`config.mk`:
```
export PLATFORM = sky130hd
export DESIGN_NAME = fuser_temperature_sequencer
export DESIGN_NICKNAME = d
export VERILOG_FILES = /design/src/fuser_seq_pkg.sv /design/src/elapse_timer.sv /design/src/sync2.sv /design/src/fuser_temperature_sequencer.sv
export VERILOG_INCLUDE_DIRS = /design/src
export SDC_FILE = /design/constraint.sdc
export NUM_CORES = 1
export LEC_CHECK = 0
export BUFFER_PORTS_ARGS = -buffer_cell sky130_fd_sc_hd__buf_2
export CORE_AREA = 2 2 140 169
export DETAILED_ROUTE_END_ITERATION = 8
export DIE_AREA = 0 0 142 171
export GPL_ROUTABILITY_DRIVEN = 0
export PLACE_DENSITY_LB_ADDON = 0.2
export RECOVER_POWER = 25
export REMOVE_ABC_BUFFERS = 1
export SKIP_LAST_GASP = 1
export SLEW_MARGIN = 20
export SYNTH_ARGS = -nofsm -noshare
export SYNTH_HDL_FRONTEND = slang
export SYNTH_SLANG_ARGS = --single-unit
export TNS_END_PERCENT = 50
```
`constraint.sdc`:
```
create_clock -name ref_clk -period 8.2 [get_ports ref_clk]
set_input_delay 2.05 -clock ref_clk [delete_from_list [all_inputs] [get_ports ref_clk]]
set_output_delay 2.05 -clock ref_clk [all_outputs]
set_load 0.05 [all_outputs]
```
`src/fuser_seq_defines.svh`:
```
// Constants for the fuser temperature sequencer.
// Included by the package and the testbench.
`ifndef FUSER_SEQ_DEFINES_SVH
`define FUSER_SEQ_DEFINES_SVH
`define TW 10
`define SW 2
`define MW 2
`define T_PW_HEAT 10'h0AA
`define T_PW_PRESS 10'h096
`define T_PP_HEAT 10'h0A0
`define T_PP_PRESS 10'h08C
`define T_ZERO 10'h000
`define SPD_STOP 2'h0
`define SPD_STD 2'h1
`define CNT_W 16
`define CNT_ONE 16'h0001
`define CNT_ZERO 16'h0000
`define PG_W 8
`define PG_ONE 8'h01
`define PG_ZERO 8'h00
`endif

```
`src/fuser_seq_pkg.sv`:
```
// Types for the fuser temperature sequencer.
// Assumes fuser_seq_defines.svh is on the include path.
`include "fuser_seq_defines.svh"
package fuser_seq_pkg;
    typedef enum logic [5:0] {
        ST_IDLE = 6'h01,
        ST_POSTWARM = 6'h02,
        ST_WAIT = 6'h04,
        ST_PROACT = 6'h08,
        ST_PRINT = 6'h10,
        ST_POSTPRINT = 6'h20,
        ST_HEATOFF = 6'h00
    } seqState_e;
    typedef logic [`TW-1:0] temp_t;
    typedef logic [`CNT_W-1:0] count_t;
endpackage : fuser_seq_pkg

```
`src/elapse_timer.sv`:
```
// Restartable cycle counter for state delays.
// Assumes a same-clock restart pulse and a frozen count while ce is low.
`timescale 1ns/10ps
module elapse_timer (
    input wire logic ref_clk, // Clock
    input wire logic rstn, // Async reset, active low
    input wire logic ce, // Clock enable
    input wire logic restart, // Clear count to zero
    output logic [15:0] elapsed // Cycles since restart, saturating
);
    import fuser_seq_pkg::*;
    typedef struct packed {
        logic [`CNT_W-1:0] cnt;
    } timer_s;
    timer_s r;
    timer_s next_r;
    always_comb begin
        next_r = r;
        if (restart) begin
            next_r.cnt = `CNT_ZERO;
        end else if (r.cnt != {`CNT_W{1'b1}}) begin
            next_r.cnt = r.cnt + `CNT_ONE;
        end
    end
    always_ff @(posedge ref_clk or negedge rstn) begin
        if (!rstn) begin
            r <= '0;
        end else if (ce) begin
            r <= next_r;
        end
    end
    assign elapsed = r.cnt;
endmodule : elapse_timer

```
`src/sync2.sv`:
```
// Two-flop synchroniser bank for sensor and controller pins.
// Assumes inputs are asynchronous levels.
`timescale 1ns/10ps
module sync2 #(
    parameter int W = 8
) (
    input wire logic ref_clk, // Clock
    input wire logic rstn, // Async reset, active low
    input wire logic ce, // Clock enable
    input wire logic [W-1:0] din, // Async inputs
    output logic [W-1:0] dout // Synchronised levels
);
    import fuser_seq_pkg::*;
    typedef struct packed {
        logic [W-1:0] s1;
        logic [W-1:0] s2;
    } sync_s;
    sync_s r;
    sync_s next_r;
    always_comb begin
        next_r = r;
        next_r.s1 = din;
        next_r.s2 = r.s1;
    end
    always_ff @(posedge ref_clk or negedge rstn) begin
        if (!rstn) begin
            r <= '0;
        end else if (ce) begin
            r <= next_r;
        end
    end
    assign dout = r.s2;
endmodule : sync2

```
`src/fuser_temperature_sequencer.sv`:
```
// Fuser mode sequencer: heater targets, roller speed, sheet interval.
// Assumes warm-up logic reports completion; sensor pins are asynchronous.
// How it works
// - After warm-up enter post-warm-up rotating; pending print request skips it.
// - Post-warm-up ends on timer, both roller temperatures reached, or power save.
// - Post-warm-up and wait target lamp one 170 plus correction, lamp two 150.
// - Post-warm-up goes to wait on timer or temperatures, whichever first.
// - Wait entered after post-warm-up, post-print or proactive rotation ends.
// - Wait moves to print on a print request.
// - Wait moves to heater-off on malfunction, misfeed or power save.
// - Print request pending at warm-up end starts proactive rotation; ends on timeout, start, fault, sleep.
// - Proactive goes to print on start accepted, heater-off on faults.
// - Print rotates rollers, heater targets chosen by media type.
// - First sheet leading edge at registration sets media speed.
// - Trailing edge at nip with next sheet loads next media settings.
// - Last sheet past exit with no request pending enters post-print.
// - Raised temperature after warm-up until page count or idle time.
// - Post-print targets lamp one 160 plus correction, lamp two 140, rotating.
// - Post-print stops rollers after first delay, wait after second delay.
// - Post-print abandoned on print request, door open, or error.
// - Heater-off forces heaters off, stops rollers and reverse roller.
// - Heater-off held until door, error and power save all clear.
// - Sheet interval activates on ambient extremes, small media or cold roller.
// - Active sheet interval widens gap from media length and speed.
// - Sheet interval cancels on wait, heater-off, or media needing none.
`timescale 1ns/10ps
module fuser_temperature_sequencer #(
    parameter logic [15:0] POSTWARM_CYC = 16'h1000, // Post-warm-up timeout
    parameter logic [15:0] PROACT_CYC = 16'h1000, // Proactive timeout
    parameter logic [15:0] PP_STOP_CYC = 16'h0800, // Post-print roller stop
    parameter logic [15:0] PP_WAIT_CYC = 16'h1000, // Post-print to wait
    parameter logic [15:0] BOOST_IDLE_CYC = 16'h2000, // Boost idle time
    parameter logic [7:0] BOOST_PAGES = 8'h10, // Boost page count
    parameter logic [9:0] BOOST_ADD = 10'h005, // Boost temperature rise
    parameter logic [9:0] COLD_THRESH = 10'h096, // Cold roller threshold
    parameter logic [15:0] GAP_UNIT = 16'h0010 // Gap per length per speed unit
) (
    input wire logic ref_clk, // Clock, 100 MHz
    input wire logic rstn, // Async reset, active low
    input wire logic ce, // Clock enable
    input wire logic warmDone, // Warm-up finished pulse
    input wire logic printReq, // Print request pin
    input wire logic printStart, // Print start accepted pin
    input wire logic malfunction, // Error or malfunction pin
    input wire logic misfeed, // Media misfeed pin
    input wire logic powerSave, // Power save pin
    input wire logic doorOpen, // Door open pin
    input wire logic leadAtRegist, // Leading edge at registration pin
    input wire logic trailAtNip, // Trailing edge past nip pin
    input wire logic trailAtExit, // Trailing edge past exit pin
    input wire logic moreSheets, // Another sheet follows pin
    input wire logic ambLowLow, // Low temp low humidity pin
    input wire logic ambHighHigh, // High temp high humidity pin
    input wire logic smallMedia, // Small width detected pin
    input wire logic mediaNoGap, // Fed media needs no widening pin
    input wire logic [9:0] heatRollTemp, // Heating roller temp, from ADC logic
    input wire logic [9:0] pressRollTemp, // Pressure roller temp, from ADC logic
    input wire logic [9:0] correction, // Lamp one correction value
    input wire logic [9:0] mediaHeatTemp, // Media lamp one target
    input wire logic [9:0] mediaPressTemp, // Media lamp two target
    input wire logic [1:0] mediaSpeed, // Media fusing speed code
    input wire logic [7:0] mediaLength, // Media length units
    output logic [9:0] lamp1Target, // Lamp one target temperature
    output logic [9:0] lamp2Target, // Lamp two target temperature
    output logic [1:0] rollerSpeed, // Roller and belt speed, 0 stop
    output logic heaterForceOff, // Force heaters off
    output logic reverseStop, // Stop reverse roller
    output logic intervalActive, // Sheet interval control active
    output logic [15:0] sheetGap, // Extra gap cycles between sheets
    output logic [5:0] seqState // Current state code
);
    import fuser_seq_pkg::*;
    localparam int NS = 14;
    typedef struct packed {
        seqState_e st;
        logic [`TW-1:0] l1;
        logic [`TW-1:0] l2;
        logic [`SW-1:0] spd;
        logic forceOff;
        logic revStop;
        logic ivl;
        logic [`CNT_W-1:0] gap;
        logic boost;
        logic [`PG_W-1:0] pages;
        logic firstSheet;
    } seq_s;
    seq_s r;
    seq_s next_r;
    logic [NS-1:0] pinIn;
    logic [NS-1:0] pin;
    logic restart;
    logic [15:0] elapsed, boostTime;
    logic faultAny;
    logic pwTempOk;

    // Gap grows with length, shrinks at higher speed code
    function automatic logic [15:0] calcGap(input logic [7:0] len, input logic [1:0] spd);
        logic [15:0] g;
        g = 16'(len) * GAP_UNIT;
        calcGap = g >> spd;
    endfunction : calcGap

    function automatic logic [9:0] boosted(input logic [9:0] t, input logic b);
        boosted = b ? 10'(t + BOOST_ADD) : t;
    endfunction : boosted

    assign pinIn = {printReq, printStart, malfunction, misfeed, powerSave, doorOpen,
                    leadAtRegist, trailAtNip, trailAtExit, moreSheets, ambLowLow,
                    ambHighHigh, smallMedia, mediaNoGap};
    sync2 #(.W(NS)) uSync (
        .ref_clk(ref_clk),
        .rstn(rstn),
        .ce(ce),
        .din(pinIn),
        .dout(pin)
    );
    wire sReq = pin[13];
    wire sStart = pin[12];
    wire sMal = pin[11];
    wire sMis = pin[10];
    wire sPs = pin[9];
    wire sDoor = pin[8];
    wire sLead = pin[7];
    wire sNip = pin[6];
    wire sExit = pin[5];
    wire sMore = pin[4];
    wire sLL = pin[3];
    wire sHH = pin[2];
    wire sSmall = pin[1];
    wire sNoGap = pin[0];

    elapse_timer uStateTmr (
        .ref_clk(ref_clk),
        .rstn(rstn),
        .ce(ce),
        .restart(restart),
        .elapsed(elapsed)
    );
    // Separate timer so standby boost expiry counts only cycles spent in wait; it restarts in every other state
    elapse_timer uBoostTmr (
        .ref_clk(ref_clk),
        .rstn(rstn),
        .ce(ce),
        .restart(warmDone || r.st != ST_WAIT),
        .elapsed(boostTime)
    );

    assign faultAny = sMal || sMis;
    assign pwTempOk = heatRollTemp >= `T_PW_HEAT && pressRollTemp >= `T_PW_PRESS;
    assign restart = next_r.st != r.st;

    always_comb begin
        next_r = r;
        case (r.st)
            ST_IDLE: begin
                if (warmDone) begin
                    next_r.st = sReq ? ST_PROACT : ST_POSTWARM;
                end
            end
            ST_POSTWARM: begin
                if (sPs) begin
                    next_r.st = ST_HEATOFF;
                end else if (elapsed >= POSTWARM_CYC || pwTempOk) begin
                    next_r.st = ST_WAIT;
                end
            end
            ST_WAIT: begin
                if (faultAny || sPs || sDoor) begin
                    next_r.st = ST_HEATOFF;
                end else if (sReq) begin
                    next_r.st = ST_PRINT;
                end
            end
            ST_PROACT: begin
                if (faultAny || sPs || sDoor) begin
                    next_r.st = ST_HEATOFF;
                end else if (sStart) begin
                    next_r.st = ST_PRINT;
                end else if (elapsed >= PROACT_CYC) begin
                    next_r.st = ST_WAIT;
                end
            end
            ST_PRINT: begin
                if (faultAny || sDoor) begin
                    next_r.st = ST_HEATOFF;
                end else if (sExit && !sMore && !sReq) begin
                    next_r.st = ST_POSTPRINT;
                end
            end
            ST_POSTPRINT: begin
                if (sDoor || faultAny || sPs) begin
                    next_r.st = ST_HEATOFF;
                end else if (sReq) begin
                    next_r.st = ST_PRINT;
                end else if (elapsed >= PP_WAIT_CYC) begin
                    next_r.st = ST_WAIT;
                end
            end
            ST_HEATOFF: begin
                if (!sDoor && !faultAny && !sPs) begin
                    next_r.st = ST_IDLE;
                end
            end
            default: begin
                next_r.st = ST_IDLE;
            end
        endcase

        next_r.forceOff = 1'b0;
        next_r.revStop = 1'b0;
        case (next_r.st)
            ST_POSTWARM, ST_WAIT: begin
                next_r.l1 = boosted(10'(`T_PW_HEAT + correction), r.boost);
                next_r.l2 = `T_PW_PRESS;
                next_r.spd = (next_r.st == ST_POSTWARM) ? `SPD_STD : `SPD_STOP;
            end
            ST_PROACT: begin
                next_r.spd = `SPD_STD;
            end
            ST_PRINT: begin
                if (r.st != ST_PRINT) begin
                    next_r.l1 = boosted(mediaHeatTemp, r.boost);
                    next_r.l2 = mediaPressTemp;
                    next_r.spd = `SPD_STD;
                    next_r.firstSheet = 1'b1;
                end
                if (sLead && r.firstSheet) begin
                    next_r.spd = mediaSpeed;
                    next_r.firstSheet = 1'b0;
                end
                if (sNip && sMore) begin
                    next_r.l1 = boosted(mediaHeatTemp, r.boost);
                    next_r.l2 = mediaPressTemp;
                    next_r.spd = mediaSpeed;
                end
            end
            ST_POSTPRINT: begin
                next_r.l1 = boosted(10'(`T_PP_HEAT + correction), r.boost);
                next_r.l2 = `T_PP_PRESS;
                next_r.spd = (r.st == ST_POSTPRINT && elapsed >= PP_STOP_CYC) ?
                             `SPD_STOP : `SPD_STD;
            end
            ST_HEATOFF: begin
                next_r.forceOff = 1'b1;
                next_r.revStop = 1'b1;
                next_r.spd = `SPD_STOP;
                next_r.l1 = `T_ZERO;
                next_r.l2 = `T_ZERO;
            end
            default: begin
                next_r.spd = `SPD_STOP;
            end
        endcase

        if (warmDone) begin
            next_r.boost = 1'b1;
            next_r.pages = `PG_ZERO;
        end else if (r.boost) begin
            if (r.st == ST_PRINT && sNip) begin
                next_r.pages = r.pages + `PG_ONE;
                if (r.pages + `PG_ONE >= BOOST_PAGES) begin
                    next_r.boost = 1'b0;
                end
            end
            if (r.st == ST_WAIT && boostTime >= BOOST_IDLE_CYC) begin
                next_r.boost = 1'b0;
            end
        end

        if (next_r.st == ST_WAIT || next_r.st == ST_HEATOFF || sNoGap) begin
            next_r.ivl = 1'b0;
        end else if (sLL || sHH || sSmall || heatRollTemp < COLD_THRESH) begin
            next_r.ivl = 1'b1;
        end
        next_r.gap = next_r.ivl ? calcGap(mediaLength, next_r.spd) : `CNT_ZERO;
    end

    always_ff @(posedge ref_clk or negedge rstn) begin
        if (!rstn) begin
            r <= '{st: ST_IDLE, default: '0};
        end else if (ce) begin
            r <= next_r;
        end
    end

    assign lamp1Target = r.l1;
    assign lamp2Target = r.l2;
    assign rollerSpeed = r.spd;
    assign heaterForceOff = r.forceOff;
    assign reverseStop = r.revStop;
    assign intervalActive = r.ivl;
    assign sheetGap = r.gap;
    assign seqState = r.st;
endmodule : fuser_temperature_sequencer

```
==> flow_metrics.py <==
metrics = {
    "clock_tree": {
        "cts_tree": "yes",
        "cts.htree.levels": 3,
        "cts_inserted_buffers": 9,
        "cts_resized": 0,
        "clk_pin_slew_ps": 70,
        "cts.sinks": 111,
        "clockRootBuffer": "clkbuf_16",
        "cts_buffer_depth": 2,
        "clk_latency_ps": 360,
        "hold_buffers": 0,
        "cts_setup_buffers": 0,
    },
    "synthesis": {
        "syn_inst": 751,
        "synth_top_area_frac": 0.397,
        "synth_edf_count": 0,
        "synth_top_flop_cell": "dfrtp_1",
        "yosys_warnings": 0,
        "synth_area_leaders": "dfrtp_1, mux2_2, buf_4",
        "ys_seq_elements": 111,
        "yosys.cell_types.count": 76,
        "synth_area_um2": 6930,
        "synth-async-reset-ratio": 1.00,
        "yosysTopAreaCell": "dfrtp_1",
        "seq_area_frac_synth": 0.401,
        "syn_area_per_cell_um2": 9.23,
    },
    "floorplan": {
        "dieArea_um2": 24300,
        "core_um2": 22800,
        "start_util": 0.304,
        "io_pins": 125,
        "fp-row-count": 61,
        "fp.dieH_um": 171,
        "die_w_um": 142,
    },
    "sta": {
        "setup_viol": 0,
        "fin_crit_ps": 5440,
        "worst_slew_pin_slew_ps": 3550,
        "fin_skew_ps": 12.5,
        "fmax_mhz": 184,
        "hold_slack_ps": 484,
        "max_slew_margin": -1.37,
        "timing_hold_violations_final": 0,
        "tns_ps": 0,
        "slew_viol_final": 119,
        "setup_slack_ps": 2760,
        "rsz0062_at_grt": "false",
        "fin_crit_sh": 0.663,
    },
    "worst_setup_path": {
        "path_delay_family": "buffers and inverters",
        "r2r-end": "sheetGap[5]$_DFFE_PN0P_",
        "r2r-start": "seqState[3]$_DFFE_PN0P_",
        "ff2ff_setup_slack_ps": 4790,
        "endpoint_kind": "register",
        "crit_cells": 7,
        "crit_buf_inv": 2,
        "critPathMaxFanout": 53,
        "cp_slowest_cell": "clkbuf_1",
        "start_kind": "input port",
        "crit_end": "uBoostTmr.elapsed[14]$_DFFE_PN0P_",
        "cpMostUsedCell": "clkbuf_1",
        "reg2reg_depth": 8,
        "worstPathArrival_ps": 5710,
        "crit_required_ps": 8470,
        "slowest_delay_ps": 1940,
        "path_class": "in2reg",
        "path_cells": "clkbuf_1 > clkbuf_1 > o41a_4 > nand2_4 > or2_1 > or3_2 > a21oi_1",
        "startpoint": "ce",
    },
    "layout": {
        "drive_gt1_frac": 0.227,
        "area_growth_syn_to_layout_pct": 11.5,
        "final_nets": 898,
        "layout_commonest_cell": "buf_2",
        "layout_common_cells": "buf_2, dfrtp_1, nor2_1",
        "post-route-util": 0.339,
        "diodes": 0,
        "postLayoutCellArea_um2": 7730,
        "final_cells": 1093,
    },
    "global_routing": {
        "track_usage": 0.149,
        "grt_first_pass_wirelength_um": 28600,
        "grt_max_degree": 65,
        "grt_pass1_vias": 5349,
        "antenna_found_initial": 0,
        "grt-ovfl-total": 0,
    },
    "pwr": {
        "vdd.ir_drop.worst_mv": 0.108,
        "seqPwrFrac": 0.405,
        "clock_power_share": 0.286,
        "leakage_nw": 3.36,
        "cellPowerDensity_nw_per_um2": 220,
        "swShare": 0.378,
        "power_mw": 1.70,
        "combinationalPowerShare": 0.310,
        "p_int_mw": 1.06,
        "power_switching_uw": 643,
    },
    "placed_design": {
        "place_ws_ps": 3530,
        "place_inst": 1077,
        "port_buffers": 117,
        "post-dp-hpwl_um": 13000,
        "placed_area_um2": 7410,
    },
    "run_status": {
        "violations": "max-capacitance violations, max-slew violations",
        "status": "finished, violations left",
    },
    "routing": {
        "ant_nets": 0,
        "drt_iter0_markers": 316,
        "wl_um": 17900,
        "via_per_inst": 5.15,
        "first_pass_iters": 5,
        "route.detailed.drc": 0,
        "wl_per_cell_um": 16.4,
        "vias": 5627,
    },
    "job": {
        "drv_cap": 2,
    },
    "worst_hold_path": {
        "min_path_type": "reg2reg",
    },
}
## cell type report
class                           instances  area [um^2]
Timing Repair Buffer                  119          594
Clock inverter                          5         81.3
Clock buffer                           11          243
Sequential cell                       111         2780
Multi-Input combinational cell        547         3610
Tap cell                              283          354
Fill cell                            2388        15100
Inverter                               17         63.8
## cell families (layout without fill, tap and decap cells)
group | after synthesis | after routing | share of synthesized area
simple gates | 261 | 261 | 0.196
fa+ha+maj | 15 | 15 | 0.0271
compound gates | 174 | 174 | 0.166
other cells | 1 | 5 | 0.000541
buf+inv | 97 | 152 | 0.0805
flops | 111 | 111 | 0.401
mux | 40 | 40 | 0.0634
xor+xnor | 52 | 52 | 0.0657
## tightest hold or removal path, delay by kind of cell (launching register included)
kind,cells,cell delay [ps]
compound gates,1,60
flops,1,340
simple gates,1,50
## worst min-delay path by stage
stage                     cells after the start                         start                         end
after global routing                          2    lamp1Target[0]$_DFFE_PN0P_  lamp1Target[0]$_DFFE_PN0P_
final                                         2  uSync.next_r[13]$_DFFE_PN0P_  uSync.dout[13]$_DFFE_PN0P_
after floorplan                               2  uSync.next_r[13]$_DFFE_PN0P_  uSync.dout[13]$_DFFE_PN0P_
after CTS                                     2  uSync.next_r[13]$_DFFE_PN0P_  uSync.dout[13]$_DFFE_PN0P_
after detailed placement                      2  uSync.next_r[13]$_DFFE_PN0P_  uSync.dout[13]$_DFFE_PN0P_
after global placement                        2    lamp2Target[3]$_DFFE_PN0P_  lamp2Target[3]$_DFFE_PN0P_
## layer usage
layer	global-route usage	vias up	wire, um
met4	0.0526	0	408
met1	0.196	2729	8320
met2	0.246	119	8440
li1	-	2760	-
met3	0.0271	19	715
met5	0	-	0
## synth_stat cells (all sizes together) (11+ instances only)
cell type,count
xnor2,22
buf,58
clkbuf,22
o21ai,39
nand4,16
nor3,17
inv,17
o22ai,12
xor2,30
a21oi,48
nor2,70
a31oi,11
mux2,31
dfrtp,110
nand3,27
ha,15
nand2,58
## power by group through the flow
stage / sequential [mW] / combinational [mW] / clock [mW]
after floorplan: 0.859 / 0.201 / 0
after global placement: 0.697 / 0.529 / 0
after detailed placement: 0.699 / 0.531 / 0
after CTS: 0.689 / 0.532 / 0.502
after global routing: 0.701 / 0.573 / 0.524
final: 0.687 / 0.526 / 0.485
## state kept, by name (all words and copies together), names as in the netlist
| name | flops |
|---|---|
| sheetGap | 11 |
| lamp2Target | 10 |
| r | 10 |
| heaterForceOff | 1 |
| uBoostTmr.elapsed | 16 |
| rollerSpeed | 2 |
| lamp1Target | 10 |
| uSync.dout | 14 |
| seqState | 6 |
| uStateTmr.elapsed | 16 |
| intervalActive | 1 |
| uSync.next_r | 14 |
Power figures use the tool's default switching activity.
